===== config.mk =====
export PLATFORM = sky130hd
export DESIGN_NAME = zdcf_core
export DESIGN_NICKNAME = d
export VERILOG_FILES = /design/src/verilog/zdcf_pkg.sv /design/src/verilog/zdcf_core.sv
export SDC_FILE = /design/constraint.sdc
export NUM_CORES = 1
export LEC_CHECK = 0
export BUFFER_PORTS_ARGS = -buffer_cell sky130_fd_sc_hd__buf_2
export CAP_MARGIN = 10
export CORE_UTILIZATION = 53
export DETAILED_ROUTE_END_ITERATION = 12
export GPL_ROUTABILITY_DRIVEN = 0
export PLACE_DENSITY = 0.74
export SLEW_MARGIN = 20
export SYNTH_ARGS = -nofsm -noshare
export SYNTH_HDL_FRONTEND = slang
export SYNTH_SLANG_ARGS = --single-unit

===== constraint.sdc =====
create_clock -name ref_clk -period 5.35 [get_ports ref_clk]
set_input_delay 1.07 -clock ref_clk [delete_from_list [all_inputs] [get_ports ref_clk]]
set_output_delay 1.07 -clock ref_clk [all_outputs]
set_load 0.05 [all_outputs]

===== src/verilog/zdcf_pkg.sv =====
// Package for the zero-delay clock fan-out mode and output-control logic.
// Assumes a single 50 MHz system clock samples every pin of the block.
package zdcf_pkg;
  localparam int ZDCF_CLK_HZ = 50_000_000;
  // Slowest reference that still counts as present, in hertz
  localparam int ZDCF_MIN_REF_HZ = 2_000_000;
  // Longest reference period in system cycles, rounded down
  localparam int ZDCF_SLOW_CYC = ZDCF_CLK_HZ / ZDCF_MIN_REF_HZ;
  // Reference edges to wait for before the loop counts as locked
  localparam int ZDCF_LOCK_EDGES = 64;
  // Largest reference period drift, in system cycles, not yet seen as a reference change
  localparam int ZDCF_DRIFT_CYC = 2;
  localparam int ZDCF_BANK_W = 4;
  localparam int ZDCF_CNT_W = 16;

  typedef enum logic [3:0] {
    ZDCF_OFF    = 4'h1,
    ZDCF_LOOP_A = 4'h2,
    ZDCF_BYPASS = 4'h4,
    ZDCF_LOOP_B = 4'h8
  } zdcf_mode_e;

  typedef struct packed {
    logic [ZDCF_BANK_W-1:0] bank_a;
    logic [ZDCF_BANK_W-1:0] bank_b;
  } zdcf_out_s;

  typedef struct packed {
    logic [ZDCF_BANK_W-1:0] bank_a;
    logic [ZDCF_BANK_W-1:0] bank_b;
  } zdcf_oe_s;
endpackage : zdcf_pkg


===== src/verilog/zdcf_core.sv =====
// Mode decode, reference monitor, lock timer and output regeneration.
// Assumes pins are asynchronous to ref_clk; the output wire level is resolved outside.
//
// Contract
// - Select pins decode off, bank A, both banks
// - Upper-only select bypasses reference to both banks
// - Loop modes drive low below 2 MHz
// - Missing reference holds all outputs low
// - Outputs held low while loop locks after changes
// - Loop outputs regenerated at 50% duty
// - Eight outputs in two banks; none in off mode, bank A alone in bank-A mode, both banks in bypass and loop-B modes
// - Feedback only observed; loop output restarts high on each reference edge
`timescale 1ns/1ps
`default_nettype none
module zdcf_core #(
  parameter int LOCK_EDGES = zdcf_pkg::ZDCF_LOCK_EDGES,
  parameter int SLOW_CYC = zdcf_pkg::ZDCF_SLOW_CYC
) (
  // Clock and control
  input wire logic ref_clk,
  input wire logic rst,
  input wire logic clk_en,
  // Pins
  input wire logic reference_clock_in,
  input wire logic loop_feedback_in,
  input wire logic select_lower,
  input wire logic select_upper,
  // Outputs
  output zdcf_pkg::zdcf_out_s clk_out,
  output zdcf_pkg::zdcf_oe_s clk_oe,
  output logic ref_present,
  output logic loop_locked
);
  import zdcf_pkg::*;

  // Two flops per pin; the third reference flop only feeds the edge detector
  logic [2:0] ref_sync_q;
  logic [1:0] fb_sync_q;
  logic [1:0] sl_sync_q;
  logic [1:0] su_sync_q;
  always_ff @(posedge ref_clk) begin
    if (rst) begin
      ref_sync_q <= 3'h0;
      fb_sync_q <= 2'h0;
      sl_sync_q <= 2'h0;
      su_sync_q <= 2'h0;
    end else if (clk_en) begin
      ref_sync_q <= {ref_sync_q[1:0], reference_clock_in};
      fb_sync_q <= {fb_sync_q[0], loop_feedback_in};
      sl_sync_q <= {sl_sync_q[0], select_lower};
      su_sync_q <= {su_sync_q[0], select_upper};
    end
  end
  logic ref_lvl;
  logic ref_rise;
  assign ref_lvl = ref_sync_q[1];
  assign ref_rise = ref_sync_q[1] & ~ref_sync_q[2];

  zdcf_mode_e mode_q;
  always_ff @(posedge ref_clk) begin
    if (rst) begin
      mode_q <= ZDCF_OFF;
    end else if (clk_en) begin
      unique case ({su_sync_q[1], sl_sync_q[1]})
        2'b00: mode_q <= ZDCF_OFF;
        2'b01: mode_q <= ZDCF_LOOP_A;
        2'b10: mode_q <= ZDCF_BYPASS;
        2'b11: mode_q <= ZDCF_LOOP_B;
      endcase
    end
  end
  logic loop_mode;
  assign loop_mode = (mode_q == ZDCF_LOOP_A) || (mode_q == ZDCF_LOOP_B);

  // Period counter saturates, so a stopped reference reads as slow forever
  logic [ZDCF_CNT_W-1:0] gap_q;
  logic [ZDCF_CNT_W-1:0] period_q;
  always_ff @(posedge ref_clk) begin
    if (rst) begin
      gap_q <= '0;
      period_q <= '0;
      ref_present <= 1'b0;
    end else if (clk_en) begin
      if (ref_rise) begin
        gap_q <= '0;
        period_q <= gap_q + 1'b1;
        ref_present <= 1'b1;
      end else begin
        if (gap_q != '1) begin
          gap_q <= gap_q + 1'b1;
        end
        if (gap_q >= ZDCF_CNT_W'(SLOW_CYC)) begin
          ref_present <= 1'b0;
        end
      end
    end
  end

  function automatic logic drifted(input logic [ZDCF_CNT_W-1:0] a,
                                   input logic [ZDCF_CNT_W-1:0] b);
    drifted = (a > b) ? (a - b > ZDCF_CNT_W'(ZDCF_DRIFT_CYC))
                      : (b - a > ZDCF_CNT_W'(ZDCF_DRIFT_CYC));
  endfunction : drifted

  // Lock restarts on reset, off/bypass, reference loss or period change
  logic [ZDCF_CNT_W-1:0] lock_cnt_q;
  always_ff @(posedge ref_clk) begin
    if (rst) begin
      lock_cnt_q <= '0;
      loop_locked <= 1'b0;
    end else if (clk_en) begin
      if (!loop_mode || !ref_present ||
          (ref_rise && drifted(gap_q + 1'b1, period_q))) begin
        lock_cnt_q <= '0;
        loop_locked <= 1'b0;
      end else if (ref_rise && !loop_locked) begin
        lock_cnt_q <= lock_cnt_q + 1'b1;
        loop_locked <= (lock_cnt_q + 1'b1 >= ZDCF_CNT_W'(LOCK_EDGES));
      end
    end
  end

  // Regenerated clock: toggles at half period so duty stays 50% whatever the input
  logic [ZDCF_CNT_W-1:0] half_q;
  logic [ZDCF_CNT_W-1:0] phase_q;
  logic regen_q;
  always_ff @(posedge ref_clk) begin
    if (rst) begin
      half_q <= '0;
      phase_q <= '0;
      regen_q <= 1'b0;
    end else if (clk_en) begin
      if (ref_rise) begin
        half_q <= period_q >> 1;
        phase_q <= '0;
        regen_q <= 1'b1;
      end else if (phase_q + 1'b1 >= half_q && half_q != '0) begin
        phase_q <= '0;
        regen_q <= ~regen_q;
      end else begin
        phase_q <= phase_q + 1'b1;
      end
    end
  end
  // Feedback only observed; the analog loop that would trim phase is not modelled
  logic fb_unused;
  assign fb_unused = fb_sync_q[1];

  logic src;
  always_comb begin
    src = 1'b0;
    if (ref_present) begin
      if (mode_q == ZDCF_BYPASS) begin
        src = ref_lvl;
      end else if (loop_mode && loop_locked) begin
        src = regen_q;
      end
    end
  end

  always_ff @(posedge ref_clk) begin
    if (rst) begin
      clk_out <= '0;
      clk_oe <= '0;
    end else if (clk_en) begin
      clk_out.bank_a <= {ZDCF_BANK_W{src}};
      clk_out.bank_b <= {ZDCF_BANK_W{src & (mode_q != ZDCF_LOOP_A)}};
      clk_oe.bank_a <= {ZDCF_BANK_W{mode_q != ZDCF_OFF}};
      clk_oe.bank_b <= {ZDCF_BANK_W{(mode_q == ZDCF_BYPASS) || (mode_q == ZDCF_LOOP_B)}};
    end
  end

  off_quiet_a: assert property (@(posedge ref_clk) disable iff (rst)
    clk_en && mode_q == ZDCF_OFF |=> clk_oe == '0)
    else $error("Outputs enabled in off mode");
  bank_b_loop_a: assert property (@(posedge ref_clk) disable iff (rst)
    clk_en && mode_q == ZDCF_LOOP_A |=> clk_oe.bank_b == '0 && clk_oe.bank_a == '1)
    else $error("Bank enables wrong in single-bank loop mode");
  bypass_follow_a: assert property (@(posedge ref_clk) disable iff (rst)
    clk_en && mode_q == ZDCF_BYPASS && ref_present |=> clk_out.bank_b[0] == $past(ref_lvl))
    else $error("Bypass output does not follow reference");
  absent_low_a: assert property (@(posedge ref_clk) disable iff (rst)
    clk_en && !ref_present |=> clk_out == '0)
    else $error("Output high without reference");
  unlocked_low_a: assert property (@(posedge ref_clk) disable iff (rst)
    clk_en && loop_mode && !loop_locked |=> clk_out == '0)
    else $error("Loop output before lock");
  slow_drop_a: assert property (@(posedge ref_clk) disable iff (rst)
    clk_en && !ref_rise && gap_q >= ZDCF_CNT_W'(SLOW_CYC) |=> !ref_present)
    else $error("Slow reference not detected");
  lock_wait_a: assert property (@(posedge ref_clk) disable iff (rst)
    $rose(loop_locked) |-> lock_cnt_q >= ZDCF_CNT_W'(LOCK_EDGES))
    else $error("Lock declared early");
  bank_same_a: assert property (@(posedge ref_clk) disable iff (rst)
    clk_out.bank_a == {ZDCF_BANK_W{clk_out.bank_a[0]}})
    else $error("Bank outputs differ");
  banks_match_a: assert property (@(posedge ref_clk) disable iff (rst)
    clk_oe.bank_b == '1 |-> clk_out.bank_b == clk_out.bank_a)
    else $error("Enabled banks differ");
  lone_bank_low_a: assert property (@(posedge ref_clk) disable iff (rst)
    clk_en && mode_q == ZDCF_LOOP_A |=> clk_out.bank_b == '0)
    else $error("Disabled bank driven in single-bank mode");
  loop_shut_a: assert property (@(posedge ref_clk) disable iff (rst)
    clk_en && !loop_mode |=> !loop_locked)
    else $error("Loop locked while shut down");
  edge_present_a: assert property (@(posedge ref_clk) disable iff (rst)
    clk_en && ref_rise |=> ref_present)
    else $error("Reference edge not reported");
  lock_hold_a: assert property (@(posedge ref_clk) disable iff (rst)
    clk_en && loop_mode && loop_locked && ref_present && !ref_rise |=> loop_locked)
    else $error("Lock lost without cause");
  regen_align_a: assert property (@(posedge ref_clk) disable iff (rst)
    clk_en && ref_rise |=> regen_q)
    else $error("Regenerated clock not aligned to reference edge");
  // A stalled enable must hold the pins steady, or loads see a runt pulse
  freeze_hold_a: assert property (@(posedge ref_clk) disable iff (rst)
    !clk_en |=> $stable(clk_out) && $stable(clk_oe) && $stable(loop_locked))
    else $error("Outputs moved while the clock enable was low");
endmodule : zdcf_core
`default_nettype wire


==> flow_summary.ini, run 1 <==
[synth]
avgSynthCellArea_um2 = 7.46
async_flop_share_pct = 0
synth-seq-cells = 97
yosysWarnings = 0
netlist_area_um2 = 6940
synth_nets = 982
synth_xor_area_share_pct = 6.18
postSynthCellCount = 931
synth-simple-area-share_pct = 25.7
synth_compound_area_share_pct = 22.1
synthMuxAreaShare_pct = 2.16
synth_top_family_by_area = simple AND/OR/NAND/NOR gates
synth_area_leaders = dfxtp_1, ha_1, a21oi_1
synth_fa_ha_area_share_pct = 8.14
ys_types = 77
synth-seq-area-share_pct = 28.0
synth_edf_count = 0
yosys_most_used_dff = dfxtp_1
yosysTopAreaCell = dfxtp_1
yosysTopAreaCellShare_pct = 28.0

[detailed_routing]
routedWlPerCell_um = 15.1
drtIter0Drc = 355
wirelength_um = 16300
vias_per_cell = 5.86
drtPass1Iterations = 5
ant_nets = 0
vias = 6361
drc_errors = 0

[sta]
rsz0062_at_grt = no
setup_violations = 0
timing.hold.ws_ns = 0.462
max_freq_mhz = 211
drv_slew = 0
hold_violations = 0
fin_crit_sh_pct = 88.8
finalCriticalPeriod_ns = 4.75
slew-limit-headroom_pct = 40.4
fin_setup_tns_ns = 0
fin_skew_ns = 0.00764
tightest_slew_ns = 0.894

[cells_and_area]
num_antenna_cells = 0
final_nets = 960
fin_cells = 1085
layout_commonest_cell = nand2_1
drive_gt1_share_pct = 7.01
fillCellCount = 1246
mostFrequentLayoutCells = nand2_1, nor2_1, dfxtp_1, a21oi_1, inv_1
syn2layout_area_growth_pct = 5.73

[setup_path]
slowest_delay_ns = 0.70
end_kind = flop
cp_slowest_cell = or4b_2
worstSetupStartpointType = flop
criticalPathCategory = flop to flop
path_cells = nand2_1, nor2_1, xnor2_1, inv_1, ha_1, or2_2, a221o_1, o21a_1, a211oi_1, a211o_1, o21ai_0, nor4_1, a41oi_1, or4b_2, o21ai_1
worstPathArrival_ns = 5.04
cp_max_fo = 12
required_ns = 5.64

[cts]
ctsHoldBuffers = 0
clk_latency_ns = 0.36
htreeDepth = 3
cts_root_buf = clkbuf_16
path_clk_slew_ns = 0.07
cts_buffers = 9
post_cts_buffers = 0
clock-sinks = 97
cts_tree = yes
cts.path.max_buffers = 2

[grt]
grt_pass1_vias = 5701
overflow = 0
grt_antenna_before_repair = 0
grt_first_pass_wirelength_um = 27000
grt_max_degree = 84
grt_use_total_pct = 25.4

[place]
io_buffers = 23
hpwlAfterDp_um = 11800
placedCellCount = 1070

[floorplanning]
dieArea_um2 = 13600
die_y_um = 116
pin_count = 25
core-area_um2 = 12700
die_w_um = 116
fp-row-count = 41
start_util_pct = 54.6

[power]
p_leak_nw = 2.94
ir_drop_v = 0.000300
power_density_nw_per_um2 = 228

[job]
cap_violations = 0

[hold_path]
hold_class = flop to flop

[outcome]
status = completed
-- final cells by class --
| type | instances | area (µm²) | area share [%] |
|---|---|---|---|
| timing repair buffer | 28 | 153 | 2.08 |
| multi-input combinational | 704 | 4470 | 60.9 |
| tap | 172 | 215 | 2.93 |
| inverter | 69 | 259 | 3.53 |
| clock inverter | 6 | 75.1 | 1.02 |
| clock buffer | 9 | 225 | 3.07 |
| sequential | 97 | 1940 | 26.4 |
-- critical path: cells and delay by family (launching register included) --
family	cells	cell delay [ns]
AND/OR/NAND/NOR	5	1.88
AO/OA/AOI/OAI	7	1.60
flip-flops	1	0.47
adder cells (fa/ha/maj)	1	0.45
XOR/XNOR	1	0.21
buffers and inverters	1	0.09
-- cell usage after synthesis (3+ instances only) --
cell,n
a211oi_1,23
o211ai_1,4
and3_1,15
o21ai_0,33
mux2i_1,15
clkbuf_1,43
a21o_1,10
xnor2_1,26
o21a_1,7
and2_1,7
buf_4,12
o31a_1,3
inv_1,68
or4_1,3
nand3_1,30
dfxtp_1,97
o21ai_1,4
nor4_1,16
a31oi_1,8
nand2_1,101
o31ai_1,5
a21boi_0,3
nor3_1,23
ha_1,42
o21bai_1,3
a2111o_1,3
o22ai_1,7
buf_2,4
and4_1,4
nor2b_1,9
nand4_1,11
nand2b_1,9
nand3b_1,12
a22oi_1,4
xor2_1,23
a21oi_1,84
a32oi_1,3
nor2_1,99
or2_2,4
-- final timing paths --
check	from	end	cells after the start	slack [ns]
worst max-delay path	gap_q[0]$_SDFFE_PP0P_	lock_cnt_q[11]$_SDFFE_PP0P_	15	0.60
worst min-delay path	period_q[15]$_SDFFE_PP0P_	half_q[14]$_SDFFE_PP0P_	2	0.46
worst max register to register	gap_q[0]$_SDFFE_PP0P_	lock_cnt_q[11]$_SDFFE_PP0P_	15	0.60
worst min register to register	period_q[15]$_SDFFE_PP0P_	half_q[14]$_SDFFE_PP0P_	2	0.46
-- layer usage --
metal / share of wire [%] / vias to the layer above / GRT usage [%]
met5: 0 / - / 0
met4: 1.9 / 0 / 7.86
met3: 6.1 / 27 / 5.66
met2: 47 / 190 / 42.2
met1: 45 / 2913 / 32.7
li1: - / 3231 / -
-- registers in the layout, indices dropped and copies added, names as in the netlist, 2 cells and up --
name and cells:
phase_q 16, period_q 16, lock_cnt_q 16, clk_out 2
ref_sync_q 3, half_q 15, mode_q 4, sl_sync_q 2
clk_oe 2, gap_q 16, su_sync_q 2
-- per-stage QoR --
stage	util, %	setup WS [ns]	power, W	area [µm²]
6_report	57.7	0.600	0.00167	7340
3_5_place_dp	55.3	0.540	0.00102	7040
3_3_place_gp	55.3	0.591	0.00102	7040
2_1_floorplan	-	1.31	0.000969	6940
4_1_cts	57.7	0.516	0.00168	7340
5_1_grt	57.7	0.143	0.00175	7340
-- timing repair --
item                                    in CTS  in global routing
resized for setup                            0                  1
hold endpoints to repair                     0                  0
endpoints found under the setup margin       0                  1
-- power by group --
group          switching (W)  internal (W)  total (W)
combinational       0.000164      0.000102   0.000267
clock               0.000296      0.000367   0.000664
sequential         0.0000116      0.000732   0.000743
total               0.000472       0.00120    0.00167
-- cells by family after synthesis --
kind of cell	after synthesis
DFF	97
AOI/OAI and AO/OA	234
adders and majority gates	44
muxes	15
buffers and inverters	130
xor gates and xnor gates	49
and+or+nand+nor	362
(Power assumes the default switching activity.)
==> run 2: changes to the inputs <==
Settings changed: BUFFER_PORTS_ARGS -buffer_cell sky130_fd_sc_hd__buf_2 to -buffer_cell sky130_fd_sc_hd__clkbuf_2.
==> flow_summary.ini, run 2 (synthesis results as in run 1) <==
[cells_and_area]
syn2layout_area_growth_pct = 5.59
layout_commonest_cell = nand2_1
fillCellCount = 1263
drive_gt1_share_pct = 7.21
num_antenna_cells = 0
final_nets = 962
mostFrequentLayoutCells = nand2_1, nor2_1, dfxtp_1, a21oi_1, inv_1

[cts]
cts_buffers = 9
ctsResizeCount = 0
cts_root_buf = clkbuf_16
path_clk_slew_ns = 0.07
clock-sinks = 97
htreeDepth = 3
cts.path.max_buffers = 2
ctsHoldBuffers = 0
cts_tree = yes
clk_latency_ns = 0.35
post_cts_buffers = 0

[hold_path]
hold_class = flop to flop
hp-start = half_q[8]$_SDFFE_PP0P_

[setup_path]
setup.worst_path.start = gap_q[0]$_SDFFE_PP0P_
cp_max_fo = 10
required_ns = 5.64
criticalPathCategory = flop to flop
end_kind = flop
worstPathArrival_ns = 5.29
crit-reg2reg-launch = gap_q[0]$_SDFFE_PP0P_
worstSetupStartpointType = flop

[place]
io_buffers = 23
hpwlAfterDp_um = 12200

[grt]
grt_antenna_before_repair = 0
grt_pass1_vias = 5963
overflow = 0
grt_max_degree = 85
grt_use_total_pct = 26.0
grt_first_pass_wirelength_um = 28100

[sta]
slew-limit-headroom_pct = 39.3
fin_crit_sh_pct = 93.5
fin_skew_ns = 0.0105
rsz0062_at_grt = no
hold_violations = 0
tightest_slew_ns = 0.910
max_freq_mhz = 200
drv_slew = 0
finalCriticalPeriod_ns = 5.00
setup_violations = 0
fin_setup_tns_ns = 0

[detailed_routing]
ant_nets = 0
drtIter0Drc = 460
drc_errors = 0
vias_per_cell = 5.90
vias = 6416
wirelength_um = 16500
drtPass1Iterations = 5
routedWlPerCell_um = 15.2

[floorplanning]
die_w_um = 116
start_util_pct = 54.6
pin_count = 25
dieArea_um2 = 13600
die_y_um = 116
core-area_um2 = 12700
fp-row-count = 41

[job]
cap_violations = 0

[outcome]
status = completed

[power]
p_leak_nw = 2.93
p_total_w = 0.00164
ir_drop_v = 0.000199
power_density_nw_per_um2 = 224
## run 2: cell types whose count changed in the layout (fill, tap and decap cells not counted)
cell / before / now
clkbuf_2: 0 / 23
nor4_2: 1 / 0
buf_4: 5 / 7
clkinv_4: 1 / 0
bufinv_16: 1 / 0
buf_2: 23 / 0
nor4_1: 15 / 16
clkinvlp_4: 1 / 0
inv_6: 2 / 4
clkinv_2: 0 / 2
## run 2: final timing paths
kind / endpoint / slack [ns] / cells after the start
worst min-delay path: half_q[8]$_SDFFE_PP0P_ / 0.47 / 2
worst min register to register: half_q[8]$_SDFFE_PP0P_ / 0.47 / 2
worst max register to register: lock_cnt_q[11]$_SDFFE_PP0P_ / 0.35 / 15
worst max-delay path: lock_cnt_q[11]$_SDFFE_PP0P_ / 0.35 / 15
## run 2: report_power, final
group / total [W] / internal, W / switching [W]
Clock: 0.000631 / 0.000324 / 0.000307
Combinational: 0.000268 / 0.000103 / 0.000165
Sequential: 0.000743 / 0.000731 / 0.0000118
## run 2: per-stage QoR
step / utilization [%] / cell area, µm² / cells / worst slack [ns] / hold WS (ns)
6_report: 57.6 / 7330 / 1088 / 0.346 / 0.474
5_1_grt: 57.6 / 7330 / 1088 / 0.0166 / 0.496
4_1_cts: 57.6 / 7330 / 1088 / 0.455 / 0.476
3_5_place_dp: 55.4 / 7050 / 1072 / 0.467 / 0.460
3_3_place_gp: 55.4 / 7050 / 1072 / 0.625 / 0.449
2_1_floorplan: - / 6940 / 931 / 1.31 / 0.432
## run 2: final cells by class
type | count | area, µm² | area share [%]
Multi-Input combinational cell | 704 | 4470 | 60.9
Timing Repair Buffer | 30 | 168 | 2.29
Sequential cell | 97 | 1940 | 26.5
Inverter | 69 | 259 | 3.53
Clock inverter | 7 | 56.3 | 0.768
Clock buffer | 9 | 225 | 3.07
Tap cell | 172 | 215 | 2.94
## run 2: critical path: stages (launching register included)
cell     delay (ns)
dfxtp_1        0.46
ha_1           0.30
inv_1          0.18
nor4_1         0.55
xnor2_1        0.26
inv_1          0.08
ha_1           0.47
and2_1         0.24
nand2_1        0.13
nor4_1         0.52
a211o_1        0.19
o21ai_0        0.08
nor4_1         0.35
a41oi_1        0.33
or4b_2         0.71
o21ai_1        0.09
## run 2: routing by layer
layer / share of wire, % / routed length (µm) / global-route usage (%) / vias to the layer above
met5: 0 / 0 / 0 / -
met4: 3.1 / 508 / 9.66 / 0
met3: 5.8 / 952 / 5.03 / 36
met2: 46 / 7620 / 42.2 / 179
met1: 45 / 7430 / 34.1 / 2961
li1: - / - / - / 3240
